**src/rtl/tcx_pkg.sv**
```systemverilog
/*
  Shared constants and types of the compensated oscillator control logic.
  Assumes one 100 MHz clock for all state.
*/
`default_nettype none
package tcx_pkg;
  localparam logic [7:0] REG_DIVIDER = 8'h5d;
  localparam logic [7:0] REG_CONTROL = 8'h60;
  localparam logic [7:0] REG_TEMP_HI = 8'h64;
  localparam logic [7:0] REG_TEMP_LO = 8'h65;
  localparam logic [7:0] REG_FREQ_OFFSET = 8'h66;
  localparam int CTL_HALF_DUTY = 0;
  localparam int CTL_TEST = 1;
  localparam int CTL_BASE_OE = 2;
  localparam int CTL_DIV_OE = 3;
  localparam int CTL_W = 4;
  localparam logic [3:0] CTL_RESET = 4'hc;
  localparam logic [7:0] DIV_RESET = 8'h00;
  localparam logic [7:0] OFS_RESET = 8'h00;
  localparam logic [3:0] CTL_PAD = 4'h0;
  localparam logic [5:0] SLAVE_ADDR_HI = 6'h22;
  localparam logic [3:0] BITS_PER_BYTE = 4'h8;
  localparam logic [3:0] BIT_ZERO = 4'h0;
  localparam logic [3:0] BIT_ONE = 4'h1;
  localparam logic [7:0] UNMAPPED_READ = 8'h00;
  localparam int TEMP_W = 10;
  localparam int TEMP_FRAC_W = 2;
  localparam logic [5:0] TEMP_LO_PAD = 6'h00;
  localparam int LOAD_W = 10;
  localparam int OFS_W = 8;
  localparam logic [TEMP_W-1:0] TEMP_RESET = 10'h000;
  localparam logic [LOAD_W-1:0] LOAD_RESET = 10'h000;
  typedef enum logic [2:0] {
    ST_IDLE, ST_ADDR, ST_ACK, ST_CMD, ST_WDATA, ST_RDATA, ST_MACK, ST_SKIP
  } tcx_bus_st_t;
  typedef enum logic [1:0] {AF_CMD, AF_WDATA, AF_RDATA} tcx_after_t;
endpackage
`default_nettype wire

```
**src/rtl/tcx_clk_div.sv**
```systemverilog
/*
  Output clock divider and glitch-free output gating.
  Assumes mclk_in is the base crystal clock; control inputs are synchronous.
*/
`timescale 1ns/1ps
`default_nettype none
module tcx_clk_div
  import tcx_pkg::*;
#(
  parameter int DIV_W = 8
) (
  input wire logic mclk_in,
  input wire logic resetn_in,
  input wire logic ce_in,
  input wire logic [DIV_W-1:0] divider_value_in,
  input wire logic half_duty_select_in,
  input wire logic base_output_enable_in,
  input wire logic divided_output_enable_in,
  output logic base_clock_output_out,
  output logic divided_clock_output_out
);
  typedef struct packed {
    logic [DIV_W-1:0] cnt;
    logic [DIV_W-1:0] last_val;
    logic last_dc;
    logic div_q;
  } tcx_div_t;
  tcx_div_t s_r, s_nxt;
  logic base_gate_r, byp_gate_r, byp_sel_r, bypass, restart;
  logic [DIV_W-1:0] half;
  assign bypass = (divider_value_in == '0) && !half_duty_select_in;
  assign half = DIV_W'(({1'b0, divider_value_in} + 1'b1) >> 1);
  assign restart = (divider_value_in != s_r.last_val) ||
                   (half_duty_select_in != s_r.last_dc);
  always_comb begin
    s_nxt = s_r;
    if (restart) begin
      s_nxt.cnt = '0;
      s_nxt.div_q = 1'b0;
      s_nxt.last_val = divider_value_in;
      s_nxt.last_dc = half_duty_select_in;
    end else if (s_r.cnt == divider_value_in) begin
      s_nxt.cnt = '0;
      if (half_duty_select_in) begin
        s_nxt.div_q = s_r.div_q ? 1'b0 : divided_output_enable_in;
      end else begin
        s_nxt.div_q = divided_output_enable_in && !bypass;
      end
    end else begin
      s_nxt.cnt = DIV_W'(s_r.cnt + 1'b1);
      if (!half_duty_select_in && (s_nxt.cnt == half)) begin
        s_nxt.div_q = 1'b0;
      end
    end
  end
  always_ff @(posedge mclk_in or negedge resetn_in) begin
    if (!resetn_in) begin
      s_r <= '0;
    end else if (ce_in) begin
      s_r <= s_nxt;
    end
  end
  // Gates change only while the clock is low
  always_ff @(negedge mclk_in or negedge resetn_in) begin
    if (!resetn_in) begin
      base_gate_r <= 1'b0;
      byp_gate_r <= 1'b0;
      byp_sel_r <= 1'b0;
    end else if (ce_in) begin
      base_gate_r <= base_output_enable_in;
      byp_gate_r <= divided_output_enable_in && bypass;
      byp_sel_r <= bypass;
    end
  end
  assign base_clock_output_out = mclk_in & base_gate_r;
  assign divided_clock_output_out = byp_sel_r ? (mclk_in & byp_gate_r) :
                                    s_r.div_q;
endmodule
`default_nettype wire

```
**src/rtl/tcx_temp_track.sv**
```systemverilog
/*
  Background temperature conversion sequencing and tuning application.
  Assumes the sensor answers each start with a one-cycle done pulse.
*/
`timescale 1ns/1ps
`default_nettype none
module tcx_temp_track
  import tcx_pkg::*;
(
  input wire logic mclk_in,
  input wire logic resetn_in,
  input wire logic ce_in,
  input wire logic temp_done_in,
  input wire logic [TEMP_W-1:0] temp_result_in,
  input wire logic [OFS_W-1:0] frequency_offset_in,
  input wire logic [LOAD_W-1:0] factory_comp_in,
  output logic conv_start_out,
  output logic [TEMP_W-1:0] temp_word_out,
  output logic [LOAD_W-1:0] crystal_load_out
);
  typedef struct packed {
    logic booted;
    logic start;
    logic [TEMP_W-1:0] result;
    logic [LOAD_W-1:0] load;
  } tcx_temp_t;
  tcx_temp_t s_r, s_nxt;
  logic [LOAD_W-1:0] ofs_ext;
  assign ofs_ext = LOAD_W'($signed(frequency_offset_in));
  always_comb begin
    s_nxt = s_r;
    s_nxt.booted = 1'b1;
    s_nxt.start = !s_r.booted || temp_done_in;
    if (temp_done_in) begin
      s_nxt.result = temp_result_in;
      s_nxt.load = LOAD_W'(factory_comp_in + ofs_ext);
    end
  end
  always_ff @(posedge mclk_in or negedge resetn_in) begin
    if (!resetn_in) begin
      s_r <= '{booted: 1'b0, start: 1'b0, result: TEMP_RESET,
               load: LOAD_RESET};
    end else if (ce_in) begin
      s_r <= s_nxt;
    end
  end
  assign conv_start_out = s_r.start;
  assign temp_word_out = s_r.result;
  assign crystal_load_out = s_r.load;
endmodule
`default_nettype wire

```
**src/rtl/tcx_ctrl_top.sv**
```systemverilog
/*
  Top of the compensated oscillator control: 2-wire slave, register file,
  output divider and temperature tracking.
  Assumes open-drain pins resolved outside; sensor and comp logic on mclk_in.
*/
`timescale 1ns/1ps
`default_nettype none
module tcx_ctrl_top
  import tcx_pkg::*;
(
  input wire logic mclk_in,
  input wire logic resetn_in,
  input wire logic ce_in,
  input wire logic scl_in,
  input wire logic sda_in,
  output logic sda_out,
  output logic sda_oe_n_out,
  input wire logic address_select_pin_in,
  input wire logic temp_done_in,
  input wire logic [TEMP_W-1:0] temp_result_in,
  input wire logic [LOAD_W-1:0] factory_comp_in,
  output logic conv_start_out,
  output logic [LOAD_W-1:0] crystal_load_out,
  output logic base_clock_output_out,
  output logic divided_clock_output_out
);
  typedef struct packed {
    tcx_bus_st_t st;
    tcx_after_t after;
    logic scl_m;
    logic scl_s;
    logic scl_d;
    logic sda_m;
    logic sda_s;
    logic sda_d;
    logic a0_m;
    logic a0_s;
    logic [3:0] bitcnt;
    logic [7:0] shreg;
    logic ptr_ok;
    logic [7:0] ptr;
    logic second;
    logic [7:0] lo_hold;
    logic sda_oe_n;
    logic [7:0] divider_value;
    logic [CTL_W-1:0] ctrl;
    logic [7:0] freq_ofs;
  } tcx_top_t;

  tcx_top_t s_r, s_nxt;
  logic rise, fall, start_c, stop_c, byte_end, addr_hit;
  logic [TEMP_W-1:0] temp_word;

  function automatic logic is_mapped(input logic [7:0] code);
    is_mapped = (code == REG_DIVIDER) || (code == REG_CONTROL) ||
                (code == REG_TEMP_HI) || (code == REG_TEMP_LO) ||
                (code == REG_FREQ_OFFSET);
  endfunction

  function automatic logic is_writable(input logic [7:0] code);
    is_writable = (code == REG_DIVIDER) || (code == REG_CONTROL) ||
                  (code == REG_FREQ_OFFSET);
  endfunction

  function automatic logic [7:0] temp_lo(input logic [TEMP_W-1:0] t);
    temp_lo = {t[TEMP_FRAC_W-1:0], TEMP_LO_PAD};
  endfunction

  // Bus conditions seen on the synchronised pins
  assign rise = s_r.scl_s && !s_r.scl_d;
  assign fall = !s_r.scl_s && s_r.scl_d;
  assign start_c = s_r.scl_s && s_r.scl_d && s_r.sda_d && !s_r.sda_s;
  assign stop_c = s_r.scl_s && s_r.scl_d && !s_r.sda_d && s_r.sda_s;
  assign byte_end = fall && (s_r.bitcnt == BITS_PER_BYTE);
  assign addr_hit = (s_r.shreg[7:1] == {SLAVE_ADDR_HI, s_r.a0_s});

  always_comb begin
    logic [7:0] rd;
    rd = UNMAPPED_READ;
    s_nxt = s_r;
    s_nxt.scl_m = scl_in;
    s_nxt.scl_s = s_r.scl_m;
    s_nxt.scl_d = s_r.scl_s;
    s_nxt.sda_m = sda_in;
    s_nxt.sda_s = s_r.sda_m;
    s_nxt.sda_d = s_r.sda_s;
    s_nxt.a0_m = address_select_pin_in;
    s_nxt.a0_s = s_r.a0_m;
    // Read source for the current pointer
    case (s_r.ptr)
      REG_DIVIDER: rd = s_r.divider_value;
      REG_CONTROL: rd = {CTL_PAD, s_r.ctrl};
      REG_TEMP_HI: rd = temp_word[TEMP_W-1:TEMP_FRAC_W];
      REG_TEMP_LO: rd = temp_lo(temp_word);
      REG_FREQ_OFFSET: rd = s_r.freq_ofs;
      default: rd = UNMAPPED_READ;
    endcase
    if (start_c) begin
      s_nxt.st = ST_ADDR;
      s_nxt.bitcnt = BIT_ZERO;
      s_nxt.sda_oe_n = 1'b1;
    end else if (stop_c) begin
      s_nxt.st = ST_IDLE;
      s_nxt.sda_oe_n = 1'b1;
    end else begin
      case (s_r.st)
        ST_IDLE: begin
          s_nxt.sda_oe_n = 1'b1;
        end
        ST_ADDR, ST_CMD, ST_WDATA: begin
          if (rise) begin
            s_nxt.shreg = {s_r.shreg[6:0], s_r.sda_s};
            s_nxt.bitcnt = 4'(s_r.bitcnt + BIT_ONE);
          end else if (byte_end) begin
            s_nxt.bitcnt = BIT_ZERO;
            s_nxt.st = ST_SKIP;
            case (s_r.st)
              ST_ADDR: begin
                if (addr_hit) begin
                  s_nxt.st = ST_ACK;
                  s_nxt.sda_oe_n = 1'b0;
                  s_nxt.after = s_r.shreg[0] ? AF_RDATA : AF_CMD;
                end
              end
              ST_CMD: begin
                s_nxt.ptr = s_r.shreg;
                s_nxt.ptr_ok = is_mapped(s_r.shreg);
                if (is_mapped(s_r.shreg)) begin
                  s_nxt.st = ST_ACK;
                  s_nxt.sda_oe_n = 1'b0;
                  s_nxt.after = AF_WDATA;
                end
              end
              default: begin
                s_nxt.ptr_ok = 1'b0;
                if (s_r.ptr_ok && is_writable(s_r.ptr)) begin
                  s_nxt.st = ST_ACK;
                  s_nxt.sda_oe_n = 1'b0;
                  s_nxt.after = AF_CMD;
                  case (s_r.ptr)
                    REG_DIVIDER: s_nxt.divider_value = s_r.shreg;
                    REG_CONTROL: s_nxt.ctrl = s_r.shreg[CTL_W-1:0];
                    default: s_nxt.freq_ofs = s_r.shreg;
                  endcase
                end
              end
            endcase
          end
        end
        ST_ACK: begin
          if (fall) begin
            s_nxt.sda_oe_n = 1'b1;
            s_nxt.bitcnt = BIT_ZERO;
            case (s_r.after)
              AF_CMD: begin
                s_nxt.st = (s_r.ptr_ok || s_r.st != ST_ACK) ?
                           ST_CMD : ST_CMD;
                if (s_r.shreg[0] == 1'b0 && s_r.ptr_ok) begin
                  s_nxt.st = ST_SKIP;
                end
              end
              AF_WDATA: begin
                s_nxt.st = ST_WDATA;
              end
              default: begin
                s_nxt.second = 1'b0;
                if (s_r.ptr_ok) begin
                  s_nxt.st = ST_RDATA;
                  s_nxt.shreg = rd;
                  s_nxt.sda_oe_n = rd[7];
                  s_nxt.lo_hold = temp_lo(temp_word);
                end else begin
                  s_nxt.st = ST_SKIP;
                end
              end
            endcase
          end
        end
        ST_RDATA: begin
          if (rise) begin
            s_nxt.bitcnt = 4'(s_r.bitcnt + BIT_ONE);
          end else if (byte_end) begin
            s_nxt.sda_oe_n = 1'b1;
            s_nxt.bitcnt = BIT_ZERO;
            s_nxt.st = ST_MACK;
          end else if (fall) begin
            s_nxt.shreg = {s_r.shreg[6:0], 1'b0};
            s_nxt.sda_oe_n = s_r.shreg[6];
          end
        end
        ST_MACK: begin
          if (rise) begin
            s_nxt.bitcnt = BIT_ONE;
            if (s_r.sda_s) begin
              s_nxt.st = ST_SKIP;
              s_nxt.ptr_ok = 1'b0;
            end
          end else if (fall && s_r.bitcnt == BIT_ONE) begin
            s_nxt.bitcnt = BIT_ZERO;
            if (s_r.ptr == REG_TEMP_HI && !s_r.second) begin
              s_nxt.st = ST_RDATA;
              s_nxt.second = 1'b1;
              s_nxt.shreg = s_r.lo_hold;
              s_nxt.sda_oe_n = s_r.lo_hold[7];
            end else begin
              s_nxt.st = ST_SKIP;
              s_nxt.ptr_ok = 1'b0;
            end
          end
        end
        ST_SKIP: begin
          s_nxt.sda_oe_n = 1'b1;
        end
        default: begin
          s_nxt.st = ST_IDLE;
          s_nxt.sda_oe_n = 1'b1;
        end
      endcase
    end
  end

  always_ff @(posedge mclk_in or negedge resetn_in) begin
    if (!resetn_in) begin
      s_r <= '{st: ST_IDLE, after: AF_CMD, scl_m: 1'b1, scl_s: 1'b1,
               scl_d: 1'b1, sda_m: 1'b1, sda_s: 1'b1, sda_d: 1'b1,
               a0_m: 1'b0, a0_s: 1'b0, bitcnt: BIT_ZERO, shreg: 8'h00,
               ptr_ok: 1'b0, ptr: 8'h00, second: 1'b0, lo_hold: 8'h00,
               sda_oe_n: 1'b1, divider_value: DIV_RESET,
               ctrl: CTL_RESET, freq_ofs: OFS_RESET};
    end else if (ce_in) begin
      s_r <= s_nxt;
    end
  end

  assign sda_out = 1'b0;
  assign sda_oe_n_out = s_r.sda_oe_n;

  tcx_clk_div #(
    .DIV_W(8)
  ) u_div (
    .mclk_in(mclk_in),
    .resetn_in(resetn_in),
    .ce_in(ce_in),
    .divider_value_in(s_r.divider_value),
    .half_duty_select_in(s_r.ctrl[CTL_HALF_DUTY]),
    .base_output_enable_in(s_r.ctrl[CTL_BASE_OE]),
    .divided_output_enable_in(s_r.ctrl[CTL_DIV_OE]),
    .base_clock_output_out(base_clock_output_out),
    .divided_clock_output_out(divided_clock_output_out)
  );

  tcx_temp_track u_temp (
    .mclk_in(mclk_in),
    .resetn_in(resetn_in),
    .ce_in(ce_in),
    .temp_done_in(temp_done_in),
    .temp_result_in(temp_result_in),
    .frequency_offset_in(s_r.freq_ofs),
    .factory_comp_in(factory_comp_in),
    .conv_start_out(conv_start_out),
    .temp_word_out(temp_word),
    .crystal_load_out(crystal_load_out)
  );
endmodule
`default_nettype wire

```
**config.mk**
```make
export PLATFORM = sky130hd
export DESIGN_NAME = tcx_ctrl_top
export DESIGN_NICKNAME = d
export VERILOG_FILES = /design/src/rtl/tcx_pkg.sv /design/src/rtl/tcx_clk_div.sv /design/src/rtl/tcx_temp_track.sv /design/src/rtl/tcx_ctrl_top.sv
export SDC_FILE = /design/constraint.sdc
export NUM_CORES = 1
export LEC_CHECK = 0
export ABC_AREA = 1
export BUFFER_PORTS_ARGS = -buffer_cell sky130_fd_sc_hd__buf_2
export CORE_ASPECT_RATIO = 0.75
export CORE_UTILIZATION = 60
export DETAILED_ROUTE_END_ITERATION = 6
export PLACE_DENSITY = 0.88
export SYNTH_ARGS = -nofsm -noshare
export SYNTH_HDL_FRONTEND = slang
export SYNTH_HIERARCHICAL = 1
export SYNTH_SLANG_ARGS = --single-unit
```
**constraint.sdc**
```tcl
create_clock -name mclk_in -period 4.8 [get_ports mclk_in]
set_input_delay 0.48 -clock mclk_in [delete_from_list [all_inputs] [get_ports mclk_in]]
set_output_delay 0.48 -clock mclk_in [all_outputs]
set_load 0.03 [all_outputs]
```
# Word-level counts from Yosys, hierarchy flattened
# Index checks and enable logic that the tools add are counted.
dict set report word_totals {
  reg_bits 101
  inputBits 27
  output_inout_bits 15
  elab_cells 247
}
dict set report classes {
  n_addsub 4
  eq_ne 60
  muxes 81
  bitwise_logic 9
  n_reduce_logical 62
}
# op count
set op_table {}
lappend op_table {{8-bit two-way mux} 15}
lappend op_table {{8-bit by 7-bit equality test with 1-bit output (second input constant)} 10}
lappend op_table {{21-bit two-way mux} 3}
lappend op_table {{9-bit AND reduction} 6}
lappend op_table {{12-bit case mux with 4 select lines} 1}
lappend op_table {{8-bit case mux with 5 select lines} 1}
lappend op_table {{4-bit inequality test (second input constant)} 9}
lappend op_table {{2-bit inequality test (second input constant)} 16}
lappend op_table {{30-bit two-way mux} 1}
lappend op_table {{3-bit two-way mux} 9}
lappend op_table {{9-bit two-way mux} 3}
lappend op_table {{5-bit two-way mux} 5}
lappend op_table {{5-bit inequality test (second input constant)} 5}
lappend op_table {{1-bit two-way mux} 22}
lappend op_table {{10-bit two-way mux} 2}
lappend op_table {{20-bit two-way mux} 1}
lappend op_table {{4-bit two-way mux} 5}
lappend op_table {{8-bit equality test} 2}
lappend op_table {{1-bit logical AND} 16}
lappend op_table {{14-bit AND reduction} 1}
lappend op_table {{7-bit AND reduction} 2}
lappend op_table {{13-bit two-way mux} 1}
lappend op_table {{3-bit equality test (second input constant)} 4}
lappend op_table {{12-bit two-way mux} 1}
lappend op_table {{other kinds (38)} 75}

# Depth between registers and ports, before layout
# Gate-level depths: netlist of run 1.
dict set report depth {
  word_depth 12
  ltp_mapped 14
  mapped_depth_nobuf 14
}

# Modules after synthesis
# Netlist of run 1, hierarchy kept.
# module n_inst cells_per_inst area_per_inst_um2 seq_area_each_um2
set modules_own_cells {}
lappend modules_own_cells {tcx_ctrl_top 1 473 3415.8 1462.7}
lappend modules_own_cells {tcx_clk_div 1 236 1656.6 525.5}
lappend modules_own_cells {tcx_temp_track 1 180 1396.3 550.5}

==> results.md, run 1 <==
- Drt first pass iters: 6
- Final wirelength: 16700 um
- DIE AREA: 0.0112 mm^2
- Sequential area share after synthesis: 39.2%
- Layout cell share with drive strength beyond 1: 14.9%
- Critical path peak fanout: 3
- Area grow syn2layout: 8.34%
- Cell Chain, Critical Path: nand3_1 -> o21ai_0 -> buf_2
- Worst setup SP type: register
- Routed vias/inst: 5.76
- Core Footprint: 0.0104 mm^2
- Initial core utilization: between 60% and 70%
- Maximum vdd drop: around 0.31 mV
- Setup TNS: 0 ps
- I/O Buffers: 40
- Drt drc: 0
- WL per Instance: 15.8 um
- Routed Antenna Nets: 0
- Largest stage delay, worst path: around 430 ps
- Max Cap Violations: 0
- # Post-CTS Setup Buffers: 0
- Yosys top cell area share: 34.4%
- PwrDens: 446 mW/mm^2
- RSZ-0062 raised after global routing: false
- Launch point of the worst path: u_div/byp_sel_r$_DFFE_NN0P_
- Leakage Power: 3.45 nW
- Clock transition at path regs: 70 ps
- Syn avg cell area: approximately 7.3 um^2
- Path type of the worst min-delay path: primary input to asynchronous set/reset pin
- Post-synth cell types: 50
- Fill count: 865
- Total number of vias: around 6000
- Mapped cell area: 0.00647 mm^2
- Die extent in x: 122 um
- Placed insts: between 1000 and 1500
- Slowest-stage cell, CP: dfrtn_1
- Yosys reg bits: 101
- Most frequent cells in the layout: nand2_1 (303), dfrtp_1 (89), inv_1 (81)
- ANT cells: 0
- Pin count of the biggest net entering global routing: 62
- Net Count, Synth: a little over 900
- Boundary Pins: 42
- Fin. max-slew vios: 0
- Worst reg2reg path startpoint: s_r[12]$_DFFE_PN0P_
- Rows: 32
- Cts hold-fix bufs: 0
- Post-Syn Instances: 889
- Slew at the pin closest to its max-slew limit: 885 ps
- Die height: 91.9 um
- DP HPWL: 12300 um
- Final-report hold violation count: 7
- Final setup fails: 0
- Clock latency on the worst-skew pair: roughly 480 ps
- Gpl congestion: roughly 1
- Synth warn: 6
- Total track usage: 32.5%
- Hold Slack: -5.51 ps
- Commonest non-fill, non-tap cell in the layout: nand2_1
- Number of global-route vias before repair: 5573
- Remaining Overflow, GRT: 0
- Rel. slew slack: 40.8%
- First-pass GRT wire length: 27700 um
- Worst setup EP type: output pin
- Largest cells by area after synthesis: dfrtp_1 (34%), nand2_1 (18%), inv_1 (4.7%)
- Initial antenna violation count: 1
- Worst path required time: 4320 ps
- Detailed router's first-iteration violation count: roughly 700
- Worst Clk Skew: 24.4 ps
- Biggest area consumer among synthesized cells: dfrtp_1
- CP Data Arrival Time: approximately 3800 ps
- TritonCTS clock tree: yes
- Post-CTS resize count: 0
- WS Path Type: register to output pin
- Final Non-Filler Cells: 1055
- Status: complete, but fails checks
- Failing checks: hold timing
- Nets@finish: 956
[sequential cells by signal (all words and copies together) (netlist names)]
signal and flops:
u_div/byp_sel_r 1, s_r 52, u_temp/conv_start_out 1, u_temp/s_r 1
u_div/s_r 18, s_nxt 5, u_temp/temp_word_out 10, u_temp/crystal_load_out 10
sda_oe_n_out 1, u_div/byp_gate_r 1, u_div/base_gate_r 1
[power breakdown]
group / leakage (nW) / internal, mW / switching [mW] / total (mW)
logic: 1.93 / 0.361 / 0.762 / 1.12
clock network: 0.215 / 0.508 / 0.372 / 0.881
registers: 1.30 / 0.987 / 0.133 / 1.12
total: 3.45 / 1.86 / 1.27 / 3.12
[layout make-up]
class	count	area (um^2)	area share, %
clock buffer	17	343	4.89
multi-input combinational	659	3330	47.5
sequential	101	2540	36.2
inverter	95	357	5.09
timing repair buffer	40	208	2.96
clock inverter	7	61.3	0.875
tap	136	170	2.43
[synth_stat cells (all sizes together)]
library cell and n:
dfstp 9, o21bai 1, nor3b 1, or2 3, xnor2 5, o21ai 83
nand4 25, a31oi 1, fa 1, nand3 64, o2bb2ai 1, o21a 1
o211ai 3, xor2 6, dfrtn 3, nor4 1, nor3 8, ha 15
clkbuf 5, nor2 77, o31ai 2, dfrtp 89, mux2 2, clkinv 2
nand3b 2, and2 1, o22ai 7, o2111ai 2, a21oi 25, inv 94
a211oi 1, a22oi 4, conb 1, buf 28, nand2 316
[metrics by stage]
step	power (mW)	instance area [um^2]	utilization, %	setup slack (ps)	hold slack [ps]
after floorplan	1.97	6470	-	897	184
after global placement	2.21	6620	63.8	1170	420
after detailed placement	2.23	6620	63.8	1120	427
after CTS	3.11	7010	67.6	485	3.76
after global routing	3.32	7010	67.6	452	25.3
final	3.12	7010	67.6	530	-5.51
[kinds of logic after synthesis]
| logic type | share of synthesized area [%] |
|---|---|
| fa+ha+maj | 3.21 |
| xor+xnor | 1.49 |
| simple gates | 34.5 |
| other cells | 0.0580 |
| compound gates | 11.8 |
| mux | 0.348 |
| flops | 39.2 |
| buf+inv | 9.26 |
[routing by layer]
layer,global-route usage [%],vias up,wire length (um)
li1,-,2913,-
met1,46.1,2762,7390
met2,46.3,348,7110
met3,9.20,48,1780
met4,13.3,2,425
met5,0,-,9
[worst max-delay path, delay by kind of cell, from the launching register on]
kind	cells	cell delay [ps]
DFF	1	430
buffers and inverters	1	270
AOI/OAI and AO/OA	1	130
and+or+nand+nor	1	80
[final timing paths]
path | to | slack, ps | cells past startpoint
max | divided_clock_output_out | 530 | 3
min | u_temp/crystal_load_out[4]$_DFFE_PN0P_ | -6 | 1
max reg2reg | u_div/byp_gate_r$_DFFE_NN0P_ | 1100 | 6
min reg2reg | u_div/byp_gate_r$_DFFE_NN0P_ | 470 | 2
max in group asynchronous | u_div/base_gate_r$_DFFE_NN0P_ | 2140 | 1
min in group mclk_in | u_temp/temp_word_out[1]$_DFFE_PN0P_ | 210 | 3
No activity file was read; power rests on OpenSTA's default activity.
==> run 2: changes to the inputs <==
--- a/config.mk
+++ b/config.mk
@@ -5,7 +5,6 @@
 export SDC_FILE = /design/constraint.sdc
 export NUM_CORES = 1
 export LEC_CHECK = 0
-export ABC_AREA = 1
 export BUFFER_PORTS_ARGS = -buffer_cell sky130_fd_sc_hd__buf_2
 export CORE_ASPECT_RATIO = 0.75
 export CORE_UTILIZATION = 60
==> run 2 against run 1 <==
Compared with the run above:
- critical path depth unchanged
- largest power group unchanged
- non-clock buffer count did not move
- core utilization shrank 0.88 points
- the flow now finishes without violations
- highest routed layer is now met4
- critical endpoint unchanged
- flip-flop and latch count stayed put
==> results.md, run 2 <==
- Status: complete, no violations
- Setup TNS: 0 ps
- Post-CTS resize count: 0
- Highest Signal Layer: met4
- Worst setup EP type: output pin
- Clock latency on the worst-skew pair: 480 ps
- Most frequent cells in the layout: dfrtp_1 (89), mux2_2 (71), nand2_1 (55)
- Final core occ: 66.7%
- Post-synth cell types: 85
- Yosys top cell area share: 34.4%
- Placed insts: 756
- Asr flop ratio synth: 100%
- Die extent in x: roughly 120 um
- RSZ-0062 raised after global routing: false
- Biggest regs: s_r: 52 flops, u_div/s_r: 18 flops
- Net Count, Synth: 676
- DIE AREA: 0.0112 mm^2
- Largest cells by area after synthesis: dfrtp_1 (34%), mux2_2 (12%), dfstp_2 (3.7%)
- Most frequent cell after synthesis: dfrtp_1
- Drt first pass iters: 5
- Final setup fails: 0
- Sequential area share after synthesis: between 30% and 40%
- Pin count of the biggest net entering global routing: 55
- Final worst setup slack: 604 ps
- Initial antenna violation count: 0
- Syn avg cell area: 10.2 um^2
- Synth Area in Compound Gates: 14.0%
- Commonest non-fill, non-tap cell in the layout: dfrtp_1
- I/O Buffers: 40
- Detailed router's first-iteration violation count: 572
- # Post-CTS Setup Buffers: 0
- Routed vias/inst: approximately 6.7
- Mux cell area share after synthesis: 13.7%
- Synth Flop Type: dfrtp_1
- Core Footprint: 0.0104 mm^2
- Layout Cell Area excl Fill: 0.00692 mm^2
- Adder-Cell Fraction of Synth Area: 3.21%
- Number of global-route vias before repair: 5068
- Rows: 32
- DRT met1 WL: 7210 um
- Gpl congestion: 0.921
- Total track usage: 31.2%
- Critical path peak fanout: 3
- Final-report hold violation count: 0
- Post-Syn Instances: ~630
- Met3 routed WL: 1370 um
- Largest family of logic cells by synthesized area: simple AND/OR/NAND/NOR gates
- Total number of vias: 5177
- Drt drc: 0
- TritonCTS clock tree: yes
- Worst setup SP type: register
- CP Data Arrival Time: between 3000 and 4000 ps
- Rel. slew slack: 28.9%
- Leakage Power: 3.02 nW
- Nets@finish: 678
- Layout cell share with drive strength beyond 1: 27.0%
- Simple-Gate Fraction of Synth Area: 17.9%
- EDFF count, synth: 0
- Area grow syn2layout: 6.78%
- Post-Synth XOR/XNOR Area: 5.62%
- Biggest area consumer among synthesized cells: dfrtp_1
- Synth warn: 6
- DP HPWL: 11300 um
- Mapped cell area: 0.00648 mm^2
- Boundary Pins: 42
- Fin. max-slew vios: 0
- Remaining Overflow, GRT: 0
- Cts hold-fix bufs: 0
- WS Path Type: register to output pin
- Path type of the worst min-delay path: primary input to asynchronous set/reset pin
- Placed Area: 0.00653 mm^2
- Routed wl met2: 7320 um
- Worst path required time: 4320 ps
- First-pass GRT wire length: 26300 um
- Pwr Total: roughly 2.6 mW
- Largest register by flop count: s_r
- PwrDens: between 300 and 400 mW/mm^2
- Hold Slack: 48.8 ps
- Slew at the pin closest to its max-slew limit: 1060 ps
- Final Non-Filler Cells: between 700 and 800
- Die height: 92.0 um
- Post-synth top cells: dfrtp_1 (89), mux2_2 (71), nand2_1 (55), o21ai_0 (34), nor2_1 (30)
- Final wirelength: 16300 um
- Worst Clk Skew: 22.3 ps
- Maximum vdd drop: roughly 0.21 mV
- Max Cap Violations: 0
- Pre-CTS setup slack: roughly 990 ps
- Routed Antenna Nets: 0
- Clock transition at path regs: 70 ps
- WL per Instance: 21.0 um
- Max reg flops: 52
- ANT cells: 0
- Initial core utilization: 62.5%
- Yosys reg bits: 101
[run 2: cell types whose count changed after synthesis, moves of 25 or more]
cell | previous run | this run
inv_1 | 81 | 17
mux2_2 | 2 | 71
nand2_1 | 303 | 55
nand3_1 | 54 | 14
nor2_1 | 66 | 30
o21ai_0 | 59 | 34
[run 2: where the power goes]
part	switching, mW	internal, mW	leakage [nW]	total, mW
combinational	0.378	0.262	1.52	0.640
sequential	0.175	0.941	1.31	1.12
clock	0.372	0.503	0.200	0.876
total	0.925	1.71	3.02	2.63
[run 2: cell families (layout without fill, tap and decap cells)]
family,after synthesis,after routing
multiplexers,80,80
adder cells (fa/ha/maj),16,16
AND/OR/NAND/NOR,195,195
other,1,1
XOR/XNOR,40,40
AO/OA/AOI/OAI,127,127
buffers and inverters,73,81
flip-flops,101,101
[run 2: metal layers]
metal	global-route usage (%)	up-vias
met1	42.3	2553
li1	-	2283
met3	9.14	56
met4	12.2	0
met5	0	-
met2	46.7	285
[run 2: cell type report]
type	count	area, um^2
multi-input cells	459	3540
fillers	766	3450
flip-flops and latches	101	2540
clock buffers	16	339
repair buffers	40	208
well taps	136	170
inverters	18	67.6
clock inverters	7	57.6
[run 2: final timing paths]
kind / start / to / slack (ps) / cells after the start
setup / recovery: u_div/byp_sel_r$_DFFE_NN0P_ / divided_clock_output_out / 600 / 3
hold / removal: resetn_in / u_temp/crystal_load_out[2]$_DFFE_PN0P_ / 50 / 1
max in group asynchronous: resetn_in / u_div/byp_sel_r$_DFFE_NN0P_ / 2010 / 1
setup reg to reg: s_r[13]$_DFFE_PN0P_ / u_div/byp_sel_r$_DFFE_NN0P_ / 910 / 4
min in group mclk_in: temp_result_in[0] / u_temp/temp_word_out[0]$_DFFE_PN0P_ / 250 / 2
hold reg to reg: u_div/base_gate_r$_DFFE_NN0P_ / u_div/base_gate_r$_DFFE_NN0P_ / 470 / 1
[run 2: worst max-delay path: stages, from the launching register on]
cell,delay [ps]
dfrtn_1,430
nand3_1,80
o21ai_0,90
buf_2,230
==> run 3: changes to the inputs <==
--- a/config.mk
+++ b/config.mk
@@ -6,7 +6,6 @@
 export NUM_CORES = 1
 export LEC_CHECK = 0
 export BUFFER_PORTS_ARGS = -buffer_cell sky130_fd_sc_hd__buf_2
-export CORE_ASPECT_RATIO = 0.75
 export CORE_UTILIZATION = 60
 export DETAILED_ROUTE_END_ITERATION = 6
 export PLACE_DENSITY = 0.88
==> run 3 against run 2 <==
Compared with the run above:
- the run now ends with hold timing left
- combinational power is 3% lower
- power is 11% lower
- first-iteration DRC count is 24% lower
==> results.md, run 3 (same netlist as run 2, synthesis figures left out) <==
- Status: complete, but fails checks
- Failing checks: hold timing
- Biggest regs: s_r: 52 flops, u_div/s_r: 18 flops
- Rel. slew slack: 28.6%
- Fill count: 779
- Worst reg2reg path startpoint: s_r[16]$_DFFE_PN0P_
- TritonCTS clock tree: yes
- Cts hold-fix bufs: 0
- Max Cap Violations: 0
- Placed insts: 756
- Final wirelength: 14800 um
- Worst setup EP type: output pin
- ANT cells: 0
- Nets@finish: 678
- Rows: 37
- Worst setup SP type: register
- CP Data Arrival Time: approximately 3700 ps
- Setup TNS: 0 ps
- Initial antenna violation count: 0
- Pin count of the biggest net entering global routing: 55
- Maximum vdd drop: 0.269 mV
- Reg2Reg Setup Slack: 970 ps
- Die height: 106 um
- First-pass GRT wire length: 24800 um
- Critical path peak fanout: 3
- I/O Buffers: 40
- DP HPWL: 10600 um
- Layout cell share with drive strength beyond 1: between 20 and 30%
- Gpl congestion: 0.959
- Remaining Overflow, GRT: 0
- Final setup fails: 0
- Worst path required time: 4320 ps
- Total number of vias: around 5000
- Routed Antenna Nets: 0
- Final Non-Filler Cells: 777
- Most frequent cells in the layout: dfrtp_1 (89), mux2_2 (71), nand2_1 (55)
- Boundary Pins: 42
- Slew at the pin closest to its max-slew limit: 1070 ps
- Clock transition at path regs: 110 ps
- Path type of the worst min-delay path: primary input to asynchronous set/reset pin
- Final-report hold violation count: 4
- DIE AREA: 0.0112 mm^2
- Worst Clk Skew: between 15 and 20 ps
- WL per Instance: 19.1 um
- PwrDens: 345 mW/mm^2
- Post-CTS resize count: 0
- Commonest non-fill, non-tap cell in the layout: dfrtp_1
- Max reg flops: 52
- Initial core utilization: 62.2%
- Core Footprint: 0.0104 mm^2
- Detailed router's first-iteration violation count: roughly 430
- Drt first pass iters: 5
- Total track usage: 28.3%
- # Post-CTS Setup Buffers: 0
- Die extent in x: 106 um
- WS Path Type: register to output pin
- Hold Slack: -5.42 ps
- Number of global-route vias before repair: 5048
- Fin. max-slew vios: 0
- Largest register by flop count: s_r
- Area grow syn2layout: 4.50%
- RSZ-0062 raised after global routing: false
- Drt drc: 0
- Clock latency on the worst-skew pair: 470 ps
- FF-to-FF path depth: 3
- FF-to-FF End: u_div/byp_sel_r$_DFFE_NN0P_
- Routed vias/inst: 6.41
- Leakage Power: 2.96 nW
run 3: worst max path at each step:
stage | from | endpoint | slack [ps] | cells past startpoint
floorplan | u_div/byp_sel_r$_DFFE_NN0P_ | divided_clock_output_out | 900 | 1
global route | u_div/byp_sel_r$_DFFE_NN0P_ | divided_clock_output_out | 590 | 3
CTS | u_div/byp_sel_r$_DFFE_NN0P_ | divided_clock_output_out | 640 | 3
detailed placement | ce_in | u_div/byp_sel_r$_DFFE_NN0P_ | 860 | 2
finish | u_div/byp_sel_r$_DFFE_NN0P_ | divided_clock_output_out | 670 | 3
global placement | ce_in | u_div/byp_sel_r$_DFFE_NN0P_ | 890 | 2
run 3: worst max-delay path, stage by stage, from the launching register on:
cell and delay [ps]:
dfrtn_1 430, nand3_1 70, o21ai_0 70, buf_2 220
run 3: routing by layer:
metal | share of wire (%) | track usage (%) | wire, um | vias to the layer above
li1 | - | - | - | 2285
met1 | 44 | 37.9 | 6460 | 2428
met2 | 47 | 44.6 | 7000 | 228
met3 | 7.4 | 6.81 | 1100 | 36
met4 | 1.9 | 10.1 | 285 | 0
met5 | 0 | 0 | 0 | -
run 3: cell type report:
class	count	area, um^2	area share [%]
timing repair buffer	40	208	3.07
clock buffer	17	196	2.90
clock inverter	6	52.6	0.776
inverter	18	67.6	0.998
sequential	101	2540	37.5
tap	136	170	2.51
multi-input combinational	459	3540	52.2
run 3: where the power goes:
group	internal [mW]	total (mW)	switching, mW
sequential	0.941	1.11	0.174
clock	0.271	0.596	0.325
combinational	0.261	0.623	0.361
run 3: stage by stage:
step / area (um^2) / setup slack, ps / utilization, % / hold WS, ps / total power [mW]
CTS: 6770 / 643 / 65.0 / 9.58 / 2.33
finish: 6770 / 673 / 65.0 / -5.42 / 2.33
global placement: 6530 / 891 / 62.7 / 442 / 1.70
detailed placement: 6530 / 864 / 62.7 / 453 / 1.73
global route: 6770 / 594 / 65.0 / 25.5 / 2.46
floorplan: 6480 / 900 / - / 184 / 1.59
